File: config.mk
export PLATFORM = sky130hd
export DESIGN_NAME = ssp_top
export DESIGN_NICKNAME = d
export VERILOG_FILES = /design/src/ssp_pkg.sv /design/src/ssp_sync.sv /design/src/ssp_top.sv
export SDC_FILE = /design/constraint.sdc
export NUM_CORES = 1
export LEC_CHECK = 0
export BUFFER_PORTS_ARGS = -buffer_cell sky130_fd_sc_hd__buf_2
export CAP_MARGIN = 20
export CORE_MARGIN = 2
export CORE_UTILIZATION = 40
export DETAILED_ROUTE_END_ITERATION = 7
export PLACE_DENSITY = 0.6
export SYNTH_ARGS = -nofsm -noshare
export SYNTH_HDL_FRONTEND = slang
export SYNTH_SLANG_ARGS = --single-unit
File: constraint.sdc
create_clock -name clk_sys -period 4 [get_ports clk_sys]
set_input_delay 0.6 -clock clk_sys [delete_from_list [all_inputs] [get_ports clk_sys]]
set_output_delay 0.6 -clock clk_sys [all_outputs]
set_load 0.01 [all_outputs]
File: src/ssp_pkg.sv
package ssp_pkg;

	// ----------------------------------------------------------------
	// Register map (byte addresses)
	// ----------------------------------------------------------------
	localparam logic [7:0] ADDR_MODE_CTRL = 8'h00;
	localparam logic [7:0] ADDR_CFG_STAT = 8'h04;
	localparam logic [7:0] ADDR_DATA_BUF = 8'h08;

	// ----------------------------------------------------------------
	// Field positions in serial_mode_control
	// ----------------------------------------------------------------
	localparam int MC_MODE_LSB = 5;
	localparam int MC_UART_BIT = 4;
	localparam int MC_DEB_LSB = 2;
	localparam int MC_EN_BIT = 1;
	localparam int MC_INC_BIT = 0;

	// ----------------------------------------------------------------
	// Field positions in spi_config_status
	// ----------------------------------------------------------------
	localparam int CS_SPARE_LSB = 6;
	localparam int CS_CKPOLB_BIT = 5;
	localparam int CS_CKEG_BIT = 4;
	localparam int CS_ORDER_BIT = 3;
	localparam int CS_SELECT_PIN_ENABLE_BIT = 2;
	localparam int CS_WRITE_COLLISION_FLAG_BIT = 1;
	localparam int CS_TRF_BIT = 0;

	// ----------------------------------------------------------------
	// Mode codes and reset values
	// ----------------------------------------------------------------
	localparam logic [2:0] MODE_M_DIV4 = 3'h0;
	localparam logic [2:0] MODE_M_DIV16 = 3'h1;
	localparam logic [2:0] MODE_M_DIV64 = 3'h2;
	localparam logic [2:0] MODE_M_SUB = 3'h3;
	localparam logic [2:0] MODE_M_TMR = 3'h4;
	localparam logic [2:0] MODE_SLAVE = 3'h5;
	localparam logic [2:0] MODE_I2C = 3'h6;
	localparam logic [2:0] MODE_RST = 3'h7;

	// ----------------------------------------------------------------
	// Timing: SCK half period in system clocks minus one, then edge and bit counts
	// ----------------------------------------------------------------
	localparam logic [4:0] DIV4_LIM = 5'h01;
	localparam logic [4:0] DIV16_LIM = 5'h07;
	localparam logic [4:0] DIV64_LIM = 5'h1F;
	localparam logic [3:0] LAST_EDGE = 4'hF;
	localparam logic [3:0] BITS_PER_BYTE = 4'h8;

	// ----------------------------------------------------------------
	// Carriers
	// ----------------------------------------------------------------
	typedef struct packed {
		logic sck;
		logic sdi;
		logic selN;
		logic subClk;
	} ssp_pin_in_t;

	typedef struct packed {
		logic sckOut;
		logic sckOe;
		logic sdoOut;
		logic sdoOe;
		logic selNOut;
		logic selNOe;
	} ssp_pin_out_t;

	typedef struct packed {
		logic [2:0] mode;
		logic uartSel;
		logic [1:0] debounce;
		logic enable;
		logic incomplete;
		logic [1:0] spare;
		logic ckpolb;
		logic ckeg;
		logic bitOrder;
		logic select_pin_enable;
		logic write_collision_flag;
		logic transfer_done_flag;
		logic [7:0] dataBuf;
		logic [7:0] txSh;
		logic [7:0] rxSh;
		logic busy;
		logic [3:0] edgeCnt;
		logic [3:0] capCnt;
		logic capPend;
		logic [4:0] divCnt;
		logic sckLvl;
		logic sckPrev;
		logic subPrev;
		logic pready;
		logic pslverr;
		logic [7:0] prdata;
		ssp_pin_out_t pins;
	} ssp_state_t;

endpackage

File: src/ssp_sync.sv
`timescale 1ns/1ps
module ssp_sync #(
	parameter int W = 4,
	parameter logic [W-1:0] RST_VAL = '0
) (
	// Clock and reset
	input wire logic clk_sys,
	input wire logic rst_n,
	// Data
	input wire logic [W-1:0] d,
	output logic [W-1:0] q
);
	logic [W-1:0] stage1_ff;
	logic [W-1:0] stage2_ff;

	initial
	begin
		if (W < 1)
			$error("ssp_sync width must be at least 1");
	end

	// ----------------------------------------------------------------
	// Two flop synchroniser
	// ----------------------------------------------------------------
	always_ff @(posedge clk_sys)
	begin
		if (!rst_n)
		begin
			stage1_ff <= RST_VAL;
			stage2_ff <= RST_VAL;
		end
		else
		begin
			stage1_ff <= d;
			stage2_ff <= stage1_ff;
		end
	end

	assign q = stage2_ff;
endmodule

File: src/ssp_top.sv
// The APB register port and the address map were decided locally.
`timescale 1ns/1ps
// How it works
// UART bit plus mode field pick function
// Full duplex, master or slave operation
// Only master starts transfers, drives clock
// Four lines: SDI, SDO, SCK, select
// Select enable set uses pin, else float
// One select pin, one slave only
// Extra slaves need general I/O selects
// Software picks LSB or MSB first
// Software picks rising or falling capture
// One eight-bit data register for all
// Load before transfer, read after it
// Config and data live only in SPI
// Control split over two registers
// Pin state follows role and enables
// Pins work only when shared-selected
// Data register meaningless until written or filled
// Mode codes: masters, slave, I2C
// Master data write starts a transfer
// Done flag sets, software clears it
// Busy write ignored, collision flag set
// Exactly eight bits through shift registers
// Slave shifts only while selected
module ssp_top (
	// Clock and reset
	input wire logic clk_sys,
	input wire logic rst_n,
	// APB slave
	input wire logic psel,
	input wire logic penable,
	input wire logic pwrite,
	input wire logic [7:0] paddr,
	input wire logic [31:0] pwdata,
	output logic [31:0] prdata,
	output logic pready,
	output logic pslverr,
	// Pin sharing and master clock sources
	input wire logic pinFuncSel,
	input wire logic timerMatch,
	// Link pins
	input ssp_pkg::ssp_pin_in_t pinIn,
	output ssp_pkg::ssp_pin_out_t pinOut
);
	import ssp_pkg::*;

	ssp_state_t st;
	ssp_state_t nxt;
	ssp_pin_in_t pinS;
	logic spiSel;
	logic masterAct;
	logic slaveAct;
	logic selected;
	logic apbReq;
	logic apbWr;
	logic addrHit;
	logic [7:0] rdVal;
	logic tick;
	logic capRise;
	logic [7:0] rxNext;
	logic [7:0] txNext;
	logic dataWr;

	// ----------------------------------------------------------------
	// Pin synchronisers
	// ----------------------------------------------------------------
	ssp_sync #(
		.W(4),
		.RST_VAL(4'h2)
	) u_sync (
		.clk_sys(clk_sys),
		.rst_n(rst_n),
		.d(pinIn),
		.q(pinS)
	);

	// ----------------------------------------------------------------
	// Mode decode
	// ----------------------------------------------------------------
	assign spiSel = !st.uartSel && (st.mode <= MODE_SLAVE);
	assign masterAct = st.enable && spiSel && pinFuncSel && (st.mode <= MODE_M_TMR);
	assign slaveAct = st.enable && spiSel && pinFuncSel && (st.mode == MODE_SLAVE);
	assign selected = !st.select_pin_enable || !pinS.selN;
	assign capRise = !(st.ckpolb ^ st.ckeg);
	assign rxNext = st.bitOrder ? {st.rxSh[6:0], pinS.sdi} : {pinS.sdi, st.rxSh[7:1]};
	assign txNext = st.bitOrder ? {st.txSh[6:0], 1'b0} : {1'b0, st.txSh[7:1]};

	// ----------------------------------------------------------------
	// Master clock tick select
	// ----------------------------------------------------------------
	always_comb
	begin
		unique case (st.mode)
			MODE_M_DIV4: tick = (st.divCnt >= DIV4_LIM);
			MODE_M_DIV16: tick = (st.divCnt >= DIV16_LIM);
			MODE_M_DIV64: tick = (st.divCnt >= DIV64_LIM);
			MODE_M_SUB: tick = (pinS.subClk != st.subPrev);
			MODE_M_TMR: tick = timerMatch;
			default: tick = 1'b0;
		endcase
	end

	// ----------------------------------------------------------------
	// APB decode
	// ----------------------------------------------------------------
	assign apbReq = psel && penable && !st.pready;
	assign apbWr = psel && penable && st.pready && pwrite && !st.pslverr;
	assign addrHit = (paddr == ADDR_MODE_CTRL) || (paddr == ADDR_CFG_STAT)
		|| (paddr == ADDR_DATA_BUF);
	assign dataWr = apbWr && (paddr == ADDR_DATA_BUF) && spiSel;

	always_comb
	begin
		rdVal = 8'h00;
		if (paddr == ADDR_MODE_CTRL)
			rdVal = {st.mode, st.uartSel, st.debounce, st.enable, st.incomplete};
		else if (paddr == ADDR_CFG_STAT && spiSel)
			rdVal = {st.spare, st.ckpolb, st.ckeg, st.bitOrder, st.select_pin_enable, st.write_collision_flag, st.transfer_done_flag};
		else if (paddr == ADDR_DATA_BUF && spiSel)
			rdVal = st.dataBuf;
	end

	// ----------------------------------------------------------------
	// Next state
	// ----------------------------------------------------------------
	always_comb
	begin
		nxt = st;
		nxt.pready = apbReq;
		if (apbReq)
		begin
			nxt.pslverr = !addrHit;
			nxt.prdata = rdVal;
		end
		else
			nxt.pslverr = 1'b0;
		nxt.sckPrev = pinS.sck;
		nxt.subPrev = pinS.subClk;

		// Register writes
		if (apbWr && paddr == ADDR_MODE_CTRL)
		begin
			nxt.mode = pwdata[MC_MODE_LSB +: 3];
			nxt.uartSel = pwdata[MC_UART_BIT];
			nxt.debounce = pwdata[MC_DEB_LSB +: 2];
			nxt.enable = pwdata[MC_EN_BIT];
			nxt.incomplete = pwdata[MC_INC_BIT];
		end
		if (apbWr && paddr == ADDR_CFG_STAT && spiSel)
		begin
			nxt.spare = pwdata[CS_SPARE_LSB +: 2];
			nxt.ckpolb = pwdata[CS_CKPOLB_BIT];
			nxt.ckeg = pwdata[CS_CKEG_BIT];
			nxt.bitOrder = pwdata[CS_ORDER_BIT];
			nxt.select_pin_enable = pwdata[CS_SELECT_PIN_ENABLE_BIT];
			nxt.write_collision_flag = pwdata[CS_WRITE_COLLISION_FLAG_BIT];
			nxt.transfer_done_flag = pwdata[CS_TRF_BIT];
		end
		if (dataWr)
		begin
			if (st.busy)
				nxt.write_collision_flag = 1'b1;
			else
			begin
				nxt.dataBuf = pwdata[7:0];
				if (masterAct)
				begin
					nxt.txSh = pwdata[7:0];
					nxt.busy = 1'b1;
					nxt.edgeCnt = 4'h0;
					nxt.capCnt = 4'h0;
					nxt.divCnt = 5'h00;
				end
			end
		end

		// Master engine
		if (masterAct)
		begin
			if (!st.busy)
				nxt.sckLvl = !st.ckpolb;
			else
			begin
				// Capture one clock after the edge: the input needs two flops first
				if (st.capPend)
				begin
					nxt.rxSh = rxNext;
					nxt.capPend = 1'b0;
				end
				if (st.capCnt == BITS_PER_BYTE && st.edgeCnt == 4'h0)
				begin
					if (!st.capPend)
					begin
						nxt.busy = 1'b0;
						nxt.transfer_done_flag = 1'b1;
						nxt.dataBuf = st.rxSh;
					end
				end
				else
				begin
					nxt.divCnt = tick ? 5'h00 : st.divCnt + 5'h01;
					if (tick)
					begin
						nxt.sckLvl = !st.sckLvl;
						nxt.edgeCnt = st.edgeCnt + 4'h1;
						if (!st.sckLvl == capRise)
						begin
							nxt.capPend = 1'b1;
							nxt.capCnt = st.capCnt + 4'h1;
						end
						else if (st.capCnt != 4'h0)
							nxt.txSh = txNext;
					end
				end
			end
		end
		else if (slaveAct)
		begin
			if (!st.busy)
				nxt.txSh = nxt.dataBuf;
			if (st.select_pin_enable && pinS.selN && st.busy)
			begin
				nxt.busy = 1'b0;
				nxt.incomplete = 1'b1;
				nxt.transfer_done_flag = 1'b1;
				nxt.capCnt = 4'h0;
			end
			else if (!selected)
				nxt.capCnt = 4'h0;
			else if (pinS.sck != st.sckPrev)
			begin
				if (pinS.sck == capRise)
				begin
					nxt.rxSh = rxNext;
					nxt.capCnt = st.capCnt + 4'h1;
					nxt.busy = 1'b1;
					if (st.capCnt == BITS_PER_BYTE - 4'h1)
					begin
						nxt.busy = 1'b0;
						nxt.capCnt = 4'h0;
						nxt.transfer_done_flag = 1'b1;
						nxt.dataBuf = rxNext;
					end
				end
				else if (st.capCnt != 4'h0)
					nxt.txSh = txNext;
			end
		end
		else
		begin
			nxt.busy = 1'b0;
			nxt.capCnt = 4'h0;
			nxt.capPend = 1'b0;
			nxt.sckLvl = !st.ckpolb;
		end

		// Pin drive
		nxt.pins.sckOut = nxt.sckLvl;
		nxt.pins.sckOe = masterAct;
		nxt.pins.sdoOut = nxt.bitOrder ? nxt.txSh[7] : nxt.txSh[0];
		nxt.pins.sdoOe = masterAct || (slaveAct && selected);
		nxt.pins.selNOut = !nxt.busy;
		nxt.pins.selNOe = masterAct && st.select_pin_enable;
	end

	// ----------------------------------------------------------------
	// State register
	// ----------------------------------------------------------------
	always_ff @(posedge clk_sys)
	begin
		if (!rst_n)
		begin
			st <= '0;
			st.mode <= MODE_RST;
			st.sckLvl <= 1'b1;
			st.pins.selNOut <= 1'b1;
			st.pins.sckOut <= 1'b1;
		end
		else
			st <= nxt;
	end

	assign prdata = {24'h000000, st.prdata};
	assign pready = st.pready;
	assign pslverr = st.pslverr;
	assign pinOut = st.pins;
endmodule

### Yosys cells after proc, flatten, opt, wreduce, memory -nomap -nowiden

Cells that the tools add are included.

* register bits after elaboration: 81
* output and inout bits: 40
* word-level logic and storage cells: 175

* add/subtract/negate cells: 3
* order comparisons: 5
* eq/ne operators: 19
* muxes and demuxes: 66
* bitwise logic cells: 1
* reduce and logical (&&, ||, !) cells: 48

Operators with widths (number)
* two-way mux 8 bit: 14
* two-way mux 9 bit: 9
* two-way mux 26 bit: 3
* two-way mux 40 bit: 1
* two-way mux 5 bit: 7
* two-way mux 16 bit: 2
* two-way mux 4 bit: 8
* two-way mux 25 bit: 1
* two-way mux 24 bit: 1
* logical AND 1 bit: 22
* two-way mux 1 bit: 18
* two-way mux 15 bit: 1
* logical NOT 1 bit: 10
* adder 4 x 1 -> 4 bit (second input constant): 2
* equality test 8 x 3 -> 1 bit (second input constant): 1
* equality test 8 x 4 -> 1 bit (second input constant): 1
* logical NOT 8 bit: 1
* != test 2 bit (second input constant): 4
* nonzero test 2 bit: 4
* AND reduction 7 bit: 1
* equality test 3 x 2 -> 1 bit (second input constant): 2
* equality test 3 bit (second input constant): 2
* less-or-equal comparator 3 bit (second input constant): 2
* adder 5 x 1 -> 5 bit (second input constant): 1
* 18 further kinds: 24

### Depth between registers and ports, before layout

* depth after elaboration: 17
* gate-level depth with buffers: 11

### Modules after synthesis

A second synthesis with hierarchy kept.

* cell total of the unflattened synthesis: 546
* area total of the unflattened synthesis: 4680.7 µm²

By module, submodules not included
* ssp_top: times used 1, cells each 530, area each 4470.5 µm², seq. area each 1461.4 µm²
* ssp_sync: times used 1, cells each 16, area each 210.2 µm², seq. area each 160.2 µm²

### Worst setup path before layout

No wires, ideal clock.

* path kind: in2reg
* from: input paddr[5]
* to: register st[47] (netlist name)
* setup time: 0.122 ns
* arrival: 2.982 ns
* data required time: 3.878 ns
* path slack: 0.896 ns
* stages: 8
* buffers on the path: 2
* cells stage by stage: or4_1 -> or4b_1 -> buf_2 -> or4_4 -> buf_6 -> mux2i_1 -> a211oi_1 -> o311a_1

* longest elaborated chain between the ends: 12
* elaborated cells on any way between the ends: 17

RTL lines
* start, declared: RTL line ssp_top.sv:34 `input wire logic [7:0] paddr,`
* equality test 8 x 4 -> 1 bit *: RTL line ssp_top.sv:111 `assign dataWr = apbWr && (paddr == ADDR_DATA_BUF) && spiSel;`
* logical AND 1 bit * (2 in series): RTL line ssp_top.sv:111
* two-way mux 16 bit *: RTL line ssp_top.sv:160 `if (dataWr)`
* two-way mux 8 bit: RTL line ssp_top.sv:220 `if (!st.busy)`
* two-way mux 8 bit: RTL line ssp_top.sv:246 `else if (st.capCnt != 4'h0)`
* two-way mux 8 bit: RTL line ssp_top.sv:233 `if (pinS.sck == capRise)`
* two-way mux 26 bit: RTL line ssp_top.sv:231 `else if (pinS.sck != st.sckPrev)`
* two-way mux 26 bit: RTL line ssp_top.sv:229 `else if (!selected)`
* two-way mux 24 bit: RTL line ssp_top.sv:222 `if (st.select_pin_enable && pinS.selN && st.busy)`
* two-way mux 25 bit: RTL line ssp_top.sv:218 `else if (slaveAct)`
* two-way mux 26 bit *: RTL line ssp_top.sv:179 `if (masterAct)`
* end signal, assigned: RTL line ssp_top.sv:281 `st <= nxt;`
* end, declared: RTL line ssp_top.sv:48 `ssp_state_t st;`

Mark *: on every way between the ends. The rest lies on a longest branch, timed or not. The select of a mux whose other input is x is not followed.
A chain may end at the register's enable or synchronous reset.

### Worst setup path in the final report

Ends and elaborated chain as after synthesis.

==> summary.md <==
| Metric | Value |
|---|---|
| FF-to-FF setup slack | 1.06 ns |
| Switching Share | 23.7% |
| Post-synthesis register bit count | 81 |
| Post-CTS Resized | 0 |
| Leak | ~1.9 nW |
| Post-synthesis cell count | 543 |
| Synthesized area per cell | 8.20 sq um |
| Critical R2R Capture | st[44] |
| Global route total overflow | 0 |
| Syn Std Cell Area | 4450 sq um |
| CP Capture Type | register |
| Ant. Diodes | 0 |
| Clk buf depth | 2 |
| Layout cell share with drive strength beyond 1 | approximately 15% |
| VDD IR max | 0.173 mV |
| Worst EP arrival | between 3 and 4 ns |
| Post-DR vias/cell | 5.59 |
| Final wirelength | roughly 11000 um |
| Sequential fraction of the synthesis area | 36.4% |
| DRC viols | 0 |
| Seq pwr share | 51.7% |
| Ys async rst share | 0% |
| RSZ-0062 raised after global routing | false |
| Setup TNS | 0 ns |
| Vias | 3951 |
| Antenna violations before repair | 0 |
| DRT iter0 DRCs | 455 |
| Hold Slack | 0.409 ns |
| First-pass GRT wire length | 18200 um |
| Post-Route Utilization | 44.5% |
| Inst Count DP | a little under 700 |
| Global Route Usage Sum | 19.7% |
| DR WL/cell | 16.2 um |
| Switching Power | between 0.3 and 0.4 mW |
| Worst reg2reg path depth | 10 |
| CTS sink cnt | 81 |
| Fin crit period | roughly 3.1 ns |
| Yosys warnings | 0 |
| Setup Buffers After CTS | 0 |
| Worst-Skew Late Latency | 0.36 ns |
| Fin. max-slew vios | 0 |
| ANT nets after route | 0 |
| H-Tree Depth | 3 |
| Outcome | complete, no violations |
| Endpoint, Worst Hold | u_sync.q[1] |
| Synth cell types | 59 |
| Core area | approximately 11000 sq um |
| Slew @ Worst Pin | between 0.9 and 1 ns |
| Gate power share | about 4.7% |
| Hold Violations, Final | 0 |
| Gpl congestion | 0.840 |
| Area Growth Syn to Fin | 8.35% |
| CTS Buf Count | 9 |
| Final Cycle Share | 78.6% |
| Highest Clock Rate | between 300 and 400 MHz |
| Pre-Repair DR Iteration Count | 6 |
| Largest net degree at the start of global routing | 53 |
| Internal power | 1.21 mW |
| Clock root buffer | clkbuf_8 |
| Startpoint Class | input pin |
| Non-filler cells, final | ~710 |
| Most common cell after layout, fill and taps aside | dfxtp_1 |
| Post-synth EDFFs | 0 |
| Chip height | between 100 and 150 um |
| Ports | 91 |
| Primary FF master, synth | dfxtp_1 |
| DIE WIDTH | 110 um |
| Hold depth | 1 |
| Clk network pwr share | 43.6% |
| Data required, critical path | 4.26 ns |
| DIE AREA | 12000 sq um |
| Initial core utilization | 41.1% |
| Vias in the first global route | 3530 |
| Clk slew on worst S/H paths | 0.09 ns |
| Reg2reg start | st[19] |
| Overall power | 1.59 mW |
| Worst Skew | 0.0157 ns |
| Max Cap Viol | 0 |
| TritonCTS clock tree | built |
| Commonest cells after routing, fill and taps aside | dfxtp_1 (81), nand2_1 (63), nor2_1 (52), buf_2 (42), a21oi_1 (38) |
| Post-CTS Hold Fix Bufs | 0 |
| # rows | 38 |
| Worst Hold Class | register to register |
| Power density cells | 329 nW/um^2 |
| Net count, final | 620 |
| CP Class | input pin to register |
| Dpl hpwl | 8100 um |
| Slew HR | 33.6% |
| Hold Path Origin | u_sync.stage1_ff[1] |
| IO Port Bufs | 42 |
| CP max FO | 10 |
| Setup violations, final | 0 |
==> final cells by class <==
class                      count  area [sq um]
fill                        1092          6020
multi-input combinational    407          2470
sequential                    81          1620
timing repair buffer          52           285
tap                          140           175
clock buffer                  10           138
clock inverter                 6          90.1
inverter                      11          41.3
==> kinds of logic after synthesis <==
kind of cell / share of synthesized area, %
simple gates: 23.0
buf+inv: 9.97
other cells: 0.0842
fa+ha+maj: 1.97
flops: 36.4
xor+xnor: 0.590
mux: 8.04
compound gates: 19.9
==> critical path, stage by stage <==
cell and delay (ns):
buf_2 0.09, or4_1 0.54, or4b_1 0.65, or4_4 0.69
mux2i_1 0.34, a211oi_1 0.14, o311a_1 0.35
==> registers in the layout, summed over array words and instances (netlist names) <==
register and flops:
pinOut 6, prdata 8, pready 1, pslverr 1, st 57, u_sync.q 4, u_sync.stage1_ff 4
==> per-layer routing <==
metal  vias up  GRT usage (%)  part of all wire (%)
li1       1940              -                     -
met1      1840           27.5                    46
met2       156           30.0                    45
met3        15           4.33                   7.4
met4         0           6.60                   1.6
met5         -              0                     0
==> how the worst max path moves through the flow <==
stage	from	endpoint	slack [ns]	cells past startpoint
2_1_floorplan	paddr[5]	st[47]	0.90	8
3_3_place_gp	paddr[5]	st[47]	0.54	7
3_5_place_dp	paddr[5]	st[47]	0.47	7
4_1_cts	paddr[5]	st[47]	0.86	7
5_1_grt	paddr[5]	st[47]	0.77	7
6_report	paddr[5]	st[47]	0.86	7
==> power groups by stage <==
| stage | clock, mW | sequential, mW | combinational [mW] |
|---|---|---|---|
| 4_1_cts | 0.711 | 0.820 | 0.0747 |
| 2_1_floorplan | 0 | 0.838 | 0.0659 |
| 3_5_place_dp | 0 | 0.839 | 0.0744 |
| 5_1_grt | 0.742 | 0.821 | 0.0847 |
| 6_report | 0.691 | 0.820 | 0.0746 |
| 3_3_place_gp | 0 | 0.838 | 0.0740 |
==> Yosys cell counts (2+ instances only) <==
library cell,number,area [sq um]
dfxtp_1,81,1620
nand2_1,63,236
nor2_1,52,195
a21oi_1,38,190
buf_4,38,285
mux2i_1,29,290
clkbuf_1,26,97.6
nand3_1,21,105
a211oi_1,20,150
nor3_1,16,80.1
and2_1,15,93.8
o21ai_0,13,65.1
inv_1,10,37.5
a222oi_1,8,80.1
ha_1,7,87.6
nand2b_1,7,43.8
o221a_2,7,78.8
mux2_2,6,67.6
nor4_1,6,37.5
or3_1,6,37.5
a211o_1,5,43.8
a31oi_1,5,31.3
and3_1,5,31.3
a22oi_1,4,30.0
nor2b_1,4,25.0
a221o_1,3,30.0
nand3b_1,3,22.5
nor3b_1,3,22.5
o21ai_1,3,15.0
o221ai_1,3,26.3
or4_1,3,22.5
a21o_1,2,15.0
a311oi_1,2,17.5
and3b_1,2,17.5
o211ai_1,2,15.0
xnor2_1,2,17.5
==> through the flow <==
step	area (sq um)	setup slack [ns]
3_3_place_gp	4600	0.544
5_1_grt	4820	0.774
4_1_cts	4820	0.863
6_report	4820	0.855
2_1_floorplan	4540	0.896
3_5_place_dp	4600	0.471
Note: power is estimated with default switching activity, not from simulation.
